==> config.mk <==
export PLATFORM = sky130hd
export DESIGN_NAME = lcmf_frame_ctrl
export DESIGN_NICKNAME = d
export VERILOG_FILES = /design/src/common/lcmf_pkg.sv /design/src/verilog/lcmf_clk_div.sv /design/src/verilog/lcmf_disp_ram.sv /design/src/verilog/lcmf_frame_ctrl.sv
export SDC_FILE = /design/constraint.sdc
export NUM_CORES = 1
export LEC_CHECK = 0
export ABC_AREA = 1
export BUFFER_PORTS_ARGS = -buffer_cell sky130_fd_sc_hd__buf_2
export CORE_ASPECT_RATIO = 0.9
export CORE_MARGIN = 8
export CORE_UTILIZATION = 55
export DETAILED_ROUTE_END_ITERATION = 10
export PLACE_DENSITY_LB_ADDON = 0.05
export SLEW_MARGIN = 15
export SYNTH_ARGS = -nofsm -noshare
export SYNTH_HDL_FRONTEND = slang
export SYNTH_HIERARCHICAL = 1
export SYNTH_SLANG_ARGS = --single-unit
==> constraint.sdc <==
create_clock -name core_clk_i -period 4 [get_ports core_clk_i]
set_input_delay 0.4 -clock core_clk_i [delete_from_list [all_inputs] [get_ports core_clk_i]]
set_output_delay 0.4 -clock core_clk_i [all_outputs]
set_load 0.005 [all_outputs]
==> src/common/lcmf_pkg.sv <==
// Shared constants, types and decode functions for the multiplexed display frame controller
package lcmf_pkg;
   localparam int NUM_BP = 4;
   localparam int BYTES_PER_BP = 6;
   localparam int NUM_BYTES = 24;
   localparam int NUM_SEG = 45;
   localparam int SEG_SKIP = 3;
   localparam int GROUP_W = 48;
   // Register indices; byte address is four times the index
   localparam logic [7:0] MODE_IDX = 8'hDC;
   localparam logic [7:0] STATUS_IDX = 8'hDE;
   localparam logic [7:0] RAM_FIRST_IDX = 8'hE0;
   localparam logic [7:0] RAM_LAST_IDX = 8'hF7;
   localparam logic [7:0] MODE_RESET = 8'h00;
   // Output level codes: the two bias codes merge to half level when the bias pins are shorted
   localparam logic [1:0] LVL_GND = 2'h0;
   localparam logic [1:0] LVL_THIRD = 2'h1;
   localparam logic [1:0] LVL_TWO_THIRD = 2'h2;
   localparam logic [1:0] LVL_FULL = 2'h3;

   typedef struct packed {
      logic [1:0] mux_sel;
      logic [2:0] osc_sel;
      logic [2:0] frame_sel;
   } lcmf_mode_t;

   typedef struct packed {
      logic [NUM_SEG-1:0][1:0] seg;
      logic [NUM_BP-1:0][1:0] bp;
   } lcmf_drive_t;

   typedef struct packed {
      logic fail_s1;
      logic fail_s2;
      lcmf_mode_t mode;
      logic wr_pend;
      logic [7:0] wr_idx;
      logic [31:0] rdata;
      logic [1:0] slot;
      logic pol;
      logic bias_en;
      lcmf_drive_t drive;
   } lcmf_state_t;

   function automatic logic [8:0] osc_factor(input logic [2:0] code);
      case (code)
         3'h3: osc_factor = 9'h020;
         3'h4: osc_factor = 9'h040;
         3'h5: osc_factor = 9'h080;
         3'h6: osc_factor = 9'h100;
         default: osc_factor = 9'h000;
      endcase
   endfunction : osc_factor

   function automatic logic [9:0] frame_factor(input logic [2:0] code);
      case (code)
         3'h0: frame_factor = 10'h200;
         3'h1: frame_factor = 10'h182;
         3'h2: frame_factor = 10'h100;
         3'h3: frame_factor = 10'h0C0;
         3'h4: frame_factor = 10'h080;
         3'h5: frame_factor = 10'h060;
         3'h6: frame_factor = 10'h040;
         default: frame_factor = 10'h000;
      endcase
   endfunction : frame_factor

   function automatic logic [2:0] active_bp(input logic [1:0] mux);
      case (mux)
         2'h0: active_bp = 3'h4;
         2'h1: active_bp = 3'h1;
         2'h2: active_bp = 3'h2;
         default: active_bp = 3'h3;
      endcase
   endfunction : active_bp

   function automatic logic is_ram(input logic [7:0] idx);
      is_ram = (idx >= RAM_FIRST_IDX) && (idx <= RAM_LAST_IDX);
   endfunction : is_ram
endpackage : lcmf_pkg

==> src/verilog/lcmf_clk_div.sv <==
// Enable-pulse divider: one tick every factor_i steps
`timescale 1ns/1ps
`default_nettype none
module lcmf_clk_div #(
   parameter int W = 10
) (
   // Clock and reset
   input wire logic core_clk_i,
   input wire logic reset_n_i,
   // Control
   input wire logic clear_i,
   input wire logic step_i,
   input wire logic [W-1:0] factor_i,
   // Output
   output logic tick_o
);
   logic [W-1:0] cnt_r;
   logic [W-1:0] cnt_nxt;
   logic last;

   assign last = (cnt_r == factor_i - W'(1)) || (cnt_r >= factor_i);
   assign tick_o = step_i && !clear_i && last;

   always_comb begin
      cnt_nxt = cnt_r;
      if (clear_i) begin
         cnt_nxt = '0;
      end else if (step_i) begin
         cnt_nxt = last ? '0 : cnt_r + W'(1);
      end
   end

   always_ff @(posedge core_clk_i or negedge reset_n_i) begin
      if (!reset_n_i) begin
         cnt_r <= '0;
      end else begin
         cnt_r <= cnt_nxt;
      end
   end
endmodule : lcmf_clk_div
`default_nettype wire

==> src/verilog/lcmf_disp_ram.sv <==
// Display RAM: byte port for software, one backplane group for the scanner
`timescale 1ns/1ps
`default_nettype none
module lcmf_disp_ram (
   // Clock
   input wire logic core_clk_i,
   // Software port
   input wire logic we_i,
   input wire logic [4:0] waddr_i,
   input wire logic [7:0] wdata_i,
   input wire logic [4:0] raddr_i,
   output logic [7:0] rdata_o,
   // Scanner port
   input wire logic [1:0] slot_i,
   output logic [lcmf_pkg::GROUP_W-1:0] group_o
);
   logic [7:0] mem [0:lcmf_pkg::NUM_BYTES-1];
   logic [4:0] base;

   // No reset: contents stay arbitrary until software writes them
   always_ff @(posedge core_clk_i) begin
      if (we_i) begin
         mem[waddr_i] <= wdata_i;
      end
   end

   assign rdata_o = mem[raddr_i];
   assign base = 5'(slot_i) * 5'(lcmf_pkg::BYTES_PER_BP);

   always_comb begin
      for (int b = 0; b < lcmf_pkg::BYTES_PER_BP; b++) begin
         group_o[b*8 +: 8] = mem[base + 5'(b)];
      end
   end
endmodule : lcmf_disp_ram
`default_nettype wire

==> src/verilog/lcmf_frame_ctrl.sv <==
// Multiplexed display frame controller with AHB-Lite register slave
`timescale 1ns/1ps
`default_nettype none
module lcmf_frame_ctrl (
   // Clock and reset
   input wire logic core_clk_i,
   input wire logic reset_n_i,
   // AHB-Lite slave
   input wire logic hsel_i,
   input wire logic [31:0] haddr_i,
   input wire logic [1:0] htrans_i,
   input wire logic hwrite_i,
   input wire logic [2:0] hsize_i,
   input wire logic hready_i,
   input wire logic [31:0] hwdata_i,
   output logic [31:0] hrdata_o,
   output logic hreadyout_o,
   output logic hresp_o,
   // Core power state and clock supervisor
   input wire logic stop_i,
   input wire logic osc_fail_i,
   // Panel drive
   output lcmf_pkg::lcmf_drive_t lcd_drive_o,
   output logic bias_enable_o
);
   lcmf_pkg::lcmf_state_t st_r;
   lcmf_pkg::lcmf_state_t st_nxt;

   logic addr_ok;
   logic [7:0] idx;
   logic [7:0] rd_byte;
   logic [7:0] ram_rd;
   logic [lcmf_pkg::GROUP_W-1:0] group;
   logic [2:0] nbp;
   logic [8:0] osc_div;
   logic [9:0] frm_div;
   logic run;
   logic ref_tick;
   logic base_tick;
   logic ram_we;

   ////////////////////////////////////////////////////////////////////////////
   // Bus decode

   assign idx = haddr_i[9:2];
   assign addr_ok = hsel_i && htrans_i[1] && hready_i && (haddr_i[31:10] == 22'h00_0000)
                    && (haddr_i[1:0] == 2'h0);
   assign hreadyout_o = 1'b1;
   assign hresp_o = 1'b0;
   assign hrdata_o = st_r.rdata;
   assign ram_we = st_r.wr_pend && lcmf_pkg::is_ram(st_r.wr_idx);

   always_comb begin
      rd_byte = 8'h00;
      if (idx == lcmf_pkg::MODE_IDX) begin
         rd_byte = st_r.mode;
      end else if (idx == lcmf_pkg::STATUS_IDX) begin
         rd_byte = {3'h0, st_r.fail_s2, st_r.slot, st_r.pol, run};
      end else if (lcmf_pkg::is_ram(idx)) begin
         // Forward a write still in its data phase to a back-to-back read
         rd_byte = (st_r.wr_pend && st_r.wr_idx == idx) ? hwdata_i[7:0] : ram_rd;
      end
   end

   ////////////////////////////////////////////////////////////////////////////
   // Clock chain

   assign osc_div = lcmf_pkg::osc_factor(st_r.mode.osc_sel);
   assign frm_div = lcmf_pkg::frame_factor(st_r.mode.frame_sel);
   assign nbp = lcmf_pkg::active_bp(st_r.mode.mux_sel);
   // Reserved frame code is treated like a disabled clock
   assign run = (osc_div != 9'h000) && (frm_div != 10'h000) && !stop_i && !st_r.fail_s2;

   lcmf_clk_div #(.W(9)) u_ref_div (
      .core_clk_i(core_clk_i),
      .reset_n_i(reset_n_i),
      .clear_i(!run),
      .step_i(1'b1),
      .factor_i(osc_div),
      .tick_o(ref_tick)
   );

   lcmf_clk_div #(.W(10)) u_base_div (
      .core_clk_i(core_clk_i),
      .reset_n_i(reset_n_i),
      .clear_i(!run),
      .step_i(ref_tick),
      .factor_i(frm_div),
      .tick_o(base_tick)
   );

   lcmf_disp_ram u_ram (
      .core_clk_i(core_clk_i),
      .we_i(ram_we),
      .waddr_i(5'(st_r.wr_idx - lcmf_pkg::RAM_FIRST_IDX)),
      .wdata_i(hwdata_i[7:0]),
      .raddr_i(5'(idx - lcmf_pkg::RAM_FIRST_IDX)),
      .rdata_o(ram_rd),
      .slot_i(st_r.slot),
      .group_o(group)
   );

   ////////////////////////////////////////////////////////////////////////////
   // Next state

   always_comb begin
      st_nxt = st_r;
      st_nxt.fail_s1 = osc_fail_i;
      st_nxt.fail_s2 = st_r.fail_s1;
      st_nxt.wr_pend = addr_ok && hwrite_i;
      st_nxt.wr_idx = idx;
      if (st_r.wr_pend && st_r.wr_idx == lcmf_pkg::MODE_IDX) begin
         st_nxt.mode = hwdata_i[7:0];
      end
      if (addr_ok && !hwrite_i) begin
         st_nxt.rdata = {24'h00_0000, rd_byte};
      end

      // One base period per slot, so a frame lasts nbp base periods
      if (!run) begin
         st_nxt.slot = 2'h0;
         st_nxt.pol = 1'b0;
      end else if ({1'b0, st_r.slot} >= nbp) begin
         st_nxt.slot = 2'h0;
      end else if (base_tick) begin
         if ({1'b0, st_r.slot} == nbp - 3'h1) begin
            st_nxt.slot = 2'h0;
            st_nxt.pol = !st_r.pol;
         end else begin
            st_nxt.slot = st_r.slot + 2'h1;
         end
      end

      st_nxt.bias_en = run;
      for (int k = 0; k < lcmf_pkg::NUM_BP; k++) begin
         if (!run || 3'(k) >= nbp) begin
            st_nxt.drive.bp[k] = lcmf_pkg::LVL_GND;
         end else if (2'(k) == st_r.slot) begin
            st_nxt.drive.bp[k] = st_r.pol ? lcmf_pkg::LVL_GND : lcmf_pkg::LVL_FULL;
         end else begin
            st_nxt.drive.bp[k] = st_r.pol ? lcmf_pkg::LVL_TWO_THIRD : lcmf_pkg::LVL_THIRD;
         end
      end
      for (int s = 0; s < lcmf_pkg::NUM_SEG; s++) begin
         if (!run) begin
            st_nxt.drive.seg[s] = lcmf_pkg::LVL_GND;
         end else if (group[lcmf_pkg::SEG_SKIP + s]) begin
            st_nxt.drive.seg[s] = st_r.pol ? lcmf_pkg::LVL_FULL : lcmf_pkg::LVL_GND;
         end else begin
            st_nxt.drive.seg[s] = st_r.pol ? lcmf_pkg::LVL_THIRD : lcmf_pkg::LVL_TWO_THIRD;
         end
      end
   end

   always_ff @(posedge core_clk_i or negedge reset_n_i) begin
      if (!reset_n_i) begin
         st_r <= '0;
         st_r.mode <= lcmf_pkg::MODE_RESET;
      end else begin
         st_r <= st_nxt;
      end
   end

   assign lcd_drive_o = st_r.drive;
   assign bias_enable_o = st_r.bias_en;

   logic [9:0] slot_len;
   always_ff @(posedge core_clk_i or negedge reset_n_i) begin
      if (!reset_n_i) begin
         slot_len <= 10'h000;
      end else if (!run || base_tick) begin
         slot_len <= 10'h000;
      end else if (ref_tick) begin
         slot_len <= slot_len + 10'h001;
      end
   end
endmodule : lcmf_frame_ctrl
`default_nettype wire

==> Word-level counts from Yosys, hierarchy flattened <==
Memories as Yosys holds them, arrays and structs flattened.
Index checks and enable logic that the tools add are counted.
{ "classes": {"add_sub_neg": 13, "multipliers": 1, "order_cmp": 11, "n_eq_ne": 27, "muxes": 122, "n_reduce_logical": 36} }
{ "op_table": {"columns": ["operator", "count"], "rows": [
  ["two-way mux 2 bit", 104],
  ["case mux 10 bit (7 select lines)", 1],
  ["case mux 9 bit (4 select lines)", 1],
  ["two-way mux 8 bit", 4],
  ["two-way mux 10 bit", 3],
  ["== test 8 bit (second input constant)", 3],
  ["zero test 22 bit", 1],
  ["== test 3 bit (second input constant)", 6],
  ["two-way mux 9 bit", 2],
  ["logical AND 1 bit", 17],
  ["greater-or-equal comparator 8 bit (second input constant)", 2],
  ["<= comparator 8 bit (second input constant)", 2],
  ["adder 10 x 1 -> 10 bit (second input constant)", 1],
  ["adder 5 x 2 -> 5 bit (second input constant)", 2],
  ["adder 5 x 3 -> 5 bit (second input constant)", 2],
  ["== test 10 bit", 1],
  ["greater-or-equal comparator 10 bit", 1],
  ["nonzero test 10 bit", 1],
  ["subtractor 10 x 1 -> 10 bit (second input constant)", 1],
  ["subtractor 5 x 1 -> 5 bit (second input constant)", 2],
  ["adder 9 x 1 -> 9 bit (second input constant)", 1],
  ["== test 3 x 2 -> 1 bit (second input constant)", 3],
  ["== test 9 bit", 1],
  ["greater-or-equal comparator 9 bit", 1],
  ["27 further kinds", 47]
]} }
{ "totals": {"regBits": 148, "ram_bits": 192, "input_bits": 76, "out_inout_bits": 133, "elab_cells": 273, "memories": 1} }
{ "memory_table": {"columns": ["name", "words", "word_bits", "rd", "rd_clocked_by_memory_dff", "wr", "line_no", "source"], "rows": [
  ["u_ram.mem", 24, 8, 7, 0, 1, "lcmf_disp_ram.sv:17", "logic [7:0] mem [0:lcmf_pkg::NUM_BYTES-1];"]
]} }

==> Longest topological paths before layout <==
Gate-level depths: netlist of the first run.
{ "depth": {"ltp_word": 12, "mapped_depth": 21, "ltp_nobuf": 20} }

==> Modules after synthesis <==
Netlist of the first run, hierarchy kept.
{ "by_module_without_submodules": {"columns": ["mod", "instances", "cells_each", "area_per_inst_um2", "seq_area_each_um2"], "rows": [
  ["lcmf_disp_ram", 1, 1537, 11863.9, 5765.5],
  ["lcmf_frame_ctrl", 1, 605, 5579.1, 2127.0],
  ["lcmf_clk_div at u_base_div", 1, 213, 1298.7, 250.2],
  ["lcmf_clk_div at u_ref_div", 1, 175, 1118.6, 225.2]
]} }

==> Worst setup path after synthesis of the first run <==
OpenSTA, ideal clock, no wires.
{ "synth_path": {"path_type": "register to register", "startpoint": "register st_r[147] (netlist bit)", "endpoint": "register st_r[100] (netlist bit)", "setup_time_ns": 0.080, "arrival_time_ns": 2.651, "t_required_ns": 3.920, "slack_ns": 1.269, "path_stages_with_launch": 16, "path_buffers": 0, "period_less_slack_ns": 2.731, "path_cell_list": "dfrtp_1 -> nor3_1 -> inv_1 -> ha_1 -> nand2_1 -> nor2_1 -> nand3b_1 -> nand3_1 -> a21oi_4 -> a21oi_2 -> nand2_1 -> a21oi_4 -> inv_1 -> nor3_1 -> a21oi_1 -> nor3_2"} }
{ "synth_via": {"elab_chain_len": 10, "word_cells_on_any_way": 18, "classes_between": "1 x add/sub; 1 x order compare; 6 x eq/ne; 2 x mux; 8 x reduce/logical"} }
{ "synth_rtl": {"columns": ["item", "line_no", "source"], "rows": [
  ["from (decl)", "lcmf_frame_ctrl.sv:26", "lcmf_pkg::lcmf_state_t st_r;"],
  ["from (signal assigned)", "lcmf_frame_ctrl.sv:160", "st_r <= st_nxt;"],
  ["== test 3 bit or == test 3 x 2 -> 1 bit (tied branches)", "lcmf_pkg.sv:46", "case (code)"],
  ["case mux 9 bit (4 select lines) (*)", "lcmf_pkg.sv:46", null],
  ["named net osc_div[6]", "lcmf_frame_ctrl.sv:35", "logic [8:0] osc_div;"],
  ["branches (longest 4 deep; another with subtractor 9 x 1 -> 9 bit)", null, null],
  ["logical AND 1 bit (*)", "lcmf_clk_div.sv:22", "assign tick_o = step_i && !clear_i && last;"],
  ["named net ref_tick", "lcmf_frame_ctrl.sv:38", "logic ref_tick;"],
  ["logical AND 1 bit (*) (2 in a row)", "lcmf_clk_div.sv:22", null],
  ["named net base_tick", "lcmf_frame_ctrl.sv:39", "logic base_tick;"],
  ["!= test 3 x 1 -> 1 bit (no line) (*)", null, null]
]} }
Mark *: on every way through the listed nets, which the timed path passes.
A chain may end at the register's enable or synchronous reset.

==> Final worst setup path of the first run <==
Same ends and word-level chain as after synthesis.

==> results of run 1 <==
[tightest hold or removal path, cell delays in order]
cell	delay, ns
buf_2	0.10
inv_1	0.06
nor3_1	0.05
[area by class of cell]
class,instances,area [um^2]
clock buffers,49,1050
fillers,3261,14500
well taps,476,596
repair buffers,210,1250
multi-input cells,1686,8710
flip-flops and latches,296,8370
inverters,314,1180
clock inverters,15,139
[through the flow]
step	hold slack, ns	cell area, um^2	total power, mW	instances	setup slack, ns
final	0.107	21300	6.94	3046	0.478
after global routing	0.107	21300	7.17	3046	0.279
after CTS	0.0735	21300	7.01	3046	0.574
after detailed placement	0.353	20100	3.72	2977	0.592
after global placement	0.348	20100	3.71	2977	0.694
after floorplan	0.104	19900	3.57	2559	1.27
[timing repair]
action | 4_1_cts | 5_1_grt
resized for setup | 0 | 0
hold buffers | 5 | 0
endpoints found under the hold margin | 31 | 0
[power by group]
group          leakage, nW  switching [mW]  internal, mW
Combinational         6.27           0.289         0.106
Clock                0.591            1.30          1.97
Sequential            3.11         0.00576          3.27
[state kept, by name, summed over array words and instances, names as in the netlist]
register          count
u_ref_div/cnt_r       9
st_nxt                1
bias_enable_o         1
u_ram/mem           192
hrdata_o              8
u_base_div/cnt_r     10
lcd_drive_o          54
st_r                 21
[layer usage]
| metal | vias to the layer above | part of all wire | GRT usage |
|---|---|---|---|
| li1 | 8085 | - | - |
| met1 | 7775 | 0.43 | 0.395 |
| met2 | 891 | 0.42 | 0.406 |
| met4 | 0 | 0.035 | 0.112 |
| met3 | 121 | 0.11 | 0.0710 |
| met5 | - | 0 | 0 |
[worst max path at each step]
stage	end	slack (ns)	cells past startpoint
detailed placement	st_r[100]	0.59	16
global placement	st_r[99]	0.69	17
floorplan	st_r[100]	1.27	15
global route	st_r[99]	0.28	17
finish	st_r[100]	0.48	16
CTS	st_r[100]	0.57	16
==> flow_summary.json, run 1 <==
{
  "layout_commonest_cell": "nand2_1",
  "cp.arrival_ns": 3.99,
  "startpoint_type": "flip-flop",
  "max_stage_delay_ns": 0.42,
  "cp.buffers_inverters": 3,
  "vias": 16900,
  "place.gp.congestion": 0.919,
  "clockBufferDepth": 3,
  "drive_gt1_frac": 0.138,
  "root_buffer": "clkbuf_16",
  "critPathRequiredTime_ns": 4.47,
  "fin_crit_ns": 3.52,
  "placementRows": 66,
  "slew_headroom": 0.239,
  "portBuffers": 154,
  "r2r_setup_slack_ns": 0.48,
  "crit_family": "simple AND/OR/NAND/NOR gates",
  "crit_top_cell": "inv_1",
  "antenna_cells": 0,
  "rr_worst_depth": 16,
  "min_from": "hwrite_i",
  "wl_um": 60300,
  "rsz0062_at_grt": "false",
  "power.density_nw_per_um2": 326,
  "status": "finished clean",
  "vias_per_cell": 5.54,
  "antenna_left": 0,
  "cap_violations": 0,
  "grt_max_degree": 115,
  "initial_core_util": 0.552,
  "grt_pass1_wl_um": 91000,
  "grt_pass1_vias": 15600,
  "cp-end-kind": "flip-flop",
  "cp_slowest_cell": "dfrtp_1",
  "netlist_instances": 2503,
  "tightest_slew_ns": 1.13,
  "fin_tns_setup_ns": 0,
  "syn_area_per_cell_um2": 7.88,
  "clock.fmax_mhz": 284,
  "dieWidth_um": 216,
  "holdPathStages": 3,
  "grt_overflow_total": 0,
  "core_um2": 35800,
  "clk_pin_slew_worst_paths_ns": 0.06,
  "syn_to_final_growth_pct": 7.91,
  "path_max_fanout": 10,
  "antenna_found_initial": 0,
  "ioPinCount": 209,
  "fp.dieH_um": 196,
  "dp_hpwl_um": 42000,
  "numCtsBuffers": 35,
  "slew_violations": 0,
  "crit_path_cell_trace": "inv_1 > nor3_1 > inv_1 > ha_1 > nand2_1 > nor2_1 > nand3b_1 > nand3_1 > a21oi_4 > a21oi_2 > nand2_1 > a21oi_4 > inv_1 > nor3_1 > a21oi_1 > nor3_2",
  "critPathKind": "flip-flop to flip-flop",
  "min_path_type": "input port to flip-flop",
  "min_to": "st_r[142]",
  "leakage_nw": 9.97,
  "hold_viol_final": 0,
  "route.detailed.drc": 0,
  "synth_area_um2": 19700,
  "crit_start": "st_r[147]",
  "finalNetCount": 2664,
  "rr_startpoint": "st_r[147]",
  "setup_viol": 0,
  "utilization": 0.596,
  "yosys_warnings": 6,
  "cts_tree": "yes",
  "clkLatencyLatePin_ns": 0.55,
  "cts_sinks": 296,
  "dieArea_um2": 42200,
  "dr.pass1.iters": 6,
  "worstReg2RegEnd": "st_r[100]",
  "final_cell_mix": "572 x nand2_1, 301 x inv_1, 268 x nand3_1",
  "cts_setup_buffers": 0,
  "finClkSkew_ns": 0.0235,
  "htree_levels": 2,
  "grtUsageTotal": 0.280,
  "drtIter0Drc": 2151,
  "vdd_ir_drop_max_v": 0.000310,
  "wire_per_inst_um": 19.8,
  "timing.final.crit_share": 0.880
}
(Power assumes the default switching activity.)
==> run 2, diff against run 1 <==
--- a/config.mk
+++ b/config.mk
@@ -9,7 +9,8 @@
 export BUFFER_PORTS_ARGS = -buffer_cell sky130_fd_sc_hd__buf_2
 export CORE_ASPECT_RATIO = 0.9
 export CORE_MARGIN = 8
-export CORE_UTILIZATION = 55
+export CORE_UTILIZATION = 50
+export CTS_BUF_LIST = sky130_fd_sc_hd__clkbuf_4 sky130_fd_sc_hd__clkbuf_8
 export DETAILED_ROUTE_END_ITERATION = 10
 export PLACE_DENSITY_LB_ADDON = 0.05
 export SLEW_MARGIN = 15
==> run 2 against run 1 <==
Critical path depth unchanged; global-route usage down 1.6 points; via count up 0.84%; clock-buffer cell count up 27; clock skew up 0.0074 ns; largest cell class unchanged; largest power group unchanged; highest routed layer unchanged.
==> flow_summary.json, run 2 (same netlist as run 1, synthesis figures left out) <==
{
  "critPathRequiredTime_ns": 4.54,
  "min_path_type": "input port to flip-flop",
  "startpoint_type": "flip-flop",
  "antenna_cells": 0,
  "layout_commonest_cell": "nand2_1",
  "vias_per_cell": 5.43,
  "vias": 17000,
  "dr.pass1.iters": 6,
  "vdd_ir_drop_max_v": 0.000227,
  "drive_gt1_frac": 0.149,
  "drtIter0Drc": 2180,
  "cp.arrival_ns": 4.10,
  "antenna_found_initial": 0,
  "leakage_nw": 9.98,
  "grt_pass1_wl_um": 92600,
  "grt_pass1_vias": 15500,
  "clockBufferDepth": 3,
  "path_max_fanout": 10,
  "route.detailed.drc": 0,
  "fin_crit_ns": 3.55,
  "place.gp.congestion": 0.923,
  "crit_family": "simple AND/OR/NAND/NOR gates",
  "setup_viol": 0,
  "initial_core_util": 0.503,
  "largest_reg_flops": 192,
  "crit_path_cell_trace": "inv_1 > nor3_1 > inv_1 > ha_1 > nand2_1 > nor2_1 > nand3b_1 > nand3_1 > a21oi_4 > a21oi_2 > nand2_1 > a21oi_4 > inv_1 > nor3_1 > a21oi_1 > nor3_2",
  "fin_tns_setup_ns": 0,
  "cp_slowest_cell": "nor3_1",
  "portBuffers": 154,
  "dp_hpwl_um": 43000,
  "fp.dieH_um": 204,
  "crit_top_cell": "inv_1",
  "grt_max_degree": 97,
  "cp.buffers_inverters": 3,
  "core_um2": 39200,
  "clkLatencyLatePin_ns": 0.65,
  "root_buffer": "clkbuf_8",
  "finClkSkew_ns": 0.0309,
  "dieArea_um2": 46100,
  "numCtsBuffers": 53,
  "cts_tree": "yes",
  "post_cts_resize_count": 0,
  "clock.fmax_mhz": 281,
  "max_stage_delay_ns": 0.56,
  "slew_violations": 0,
  "slew_headroom": 0.141,
  "finalNetCount": 2677,
  "hold_viol_final": 0,
  "cap_violations": 0,
  "placementRows": 69,
  "cts_sinks": 296,
  "wire_per_inst_um": 19.7,
  "largest_register": "u_ram/mem",
  "tightest_slew_ns": 1.28,
  "wl_um": 61800,
  "final_cell_mix": "572 x nand2_1, 301 x inv_1, 268 x nand3_1",
  "clk_pin_slew_worst_paths_ns": 0.06,
  "ioPinCount": 209,
  "critPathKind": "flip-flop to flip-flop",
  "timing.hold.ws_ns": 0.0510,
  "power.density_nw_per_um2": 325,
  "dieWidth_um": 225,
  "rsz0062_at_grt": "false",
  "antenna_left": 0,
  "timing.final.crit_share": 0.888,
  "status": "finished clean",
  "htree_levels": 2,
  "syn_to_final_growth_pct": 8.21,
  "grt_overflow_total": 0,
  "grtUsageTotal": 0.264,
  "cp-end-kind": "flip-flop"
}
run 2: changes by cell type in the layout (fill, tap and decap cells not counted), sizes merged, moves of 2 or more:
cell	before	now
clkbuf	49	76
buf	205	199
clkinv	15	19
bufinv	2	5
clkinvlp	0	2
run 2: tightest hold or removal path, cell delays in order:
cell and delay (ns):
buf_2 0.07, nor3_1 0.04, nand2_1 0.07, nor3_1 0.05
run 2: metal layers:
layer	wire, um	GRT usage
met3	7350	0.0628
met5	0	0
met2	25600	0.382
met1	27000	0.384
met4	1850	0.0842
run 2: cell type report:
class	count	area (um^2)
Tap cell	532	666
Inverter	314	1180
Clock buffer	76	990
Sequential cell	296	8370
Multi-Input combinational cell	1686	8710
Clock inverter	23	238
Fill cell	3720	17800
Timing Repair Buffer	205	1200
run 2: worst paths after layout:
check	startpoint	slack, ns	endpoint	cells past startpoint
setup / recovery	st_r[146]	0.45	st_r[100]	16
hold / removal	haddr_i[1]	0.05	st_r[142]	4
max in group asynchronous	reset_n_i	2.59	st_r[135]	3
min in group asynchronous	reset_n_i	0.47	u_ref_div/cnt_r[4]	2
setup reg to reg	st_r[146]	0.45	st_r[100]	16
hold reg to reg	st_nxt[151]	0.39	st_r[151]	0
run 2: through the flow:
step	worst slack [ns]	area, um^2	utilization	std cells	total power [mW]
after floorplan	1.27	19900	-	2559	3.57
after global placement	0.574	20100	0.512	3027	3.71
after detailed placement	0.516	20100	0.512	3027	3.72
after CTS	0.486	21400	0.545	3132	7.00
after global routing	0.0912	21400	0.545	3132	7.17
final	0.446	21400	0.545	3132	6.93
run 2: power breakdown:
part	internal [mW]	switching, mW	total, mW
clock	1.92	1.35	3.26
sequential	3.27	0.00603	3.28
combinational	0.107	0.289	0.396
total	5.29	1.64	6.93
run 2: timing repair:
item,CTS,global route
hold buffers,6,0
endpoints found under the hold margin,82,0
setup buffers,0,0
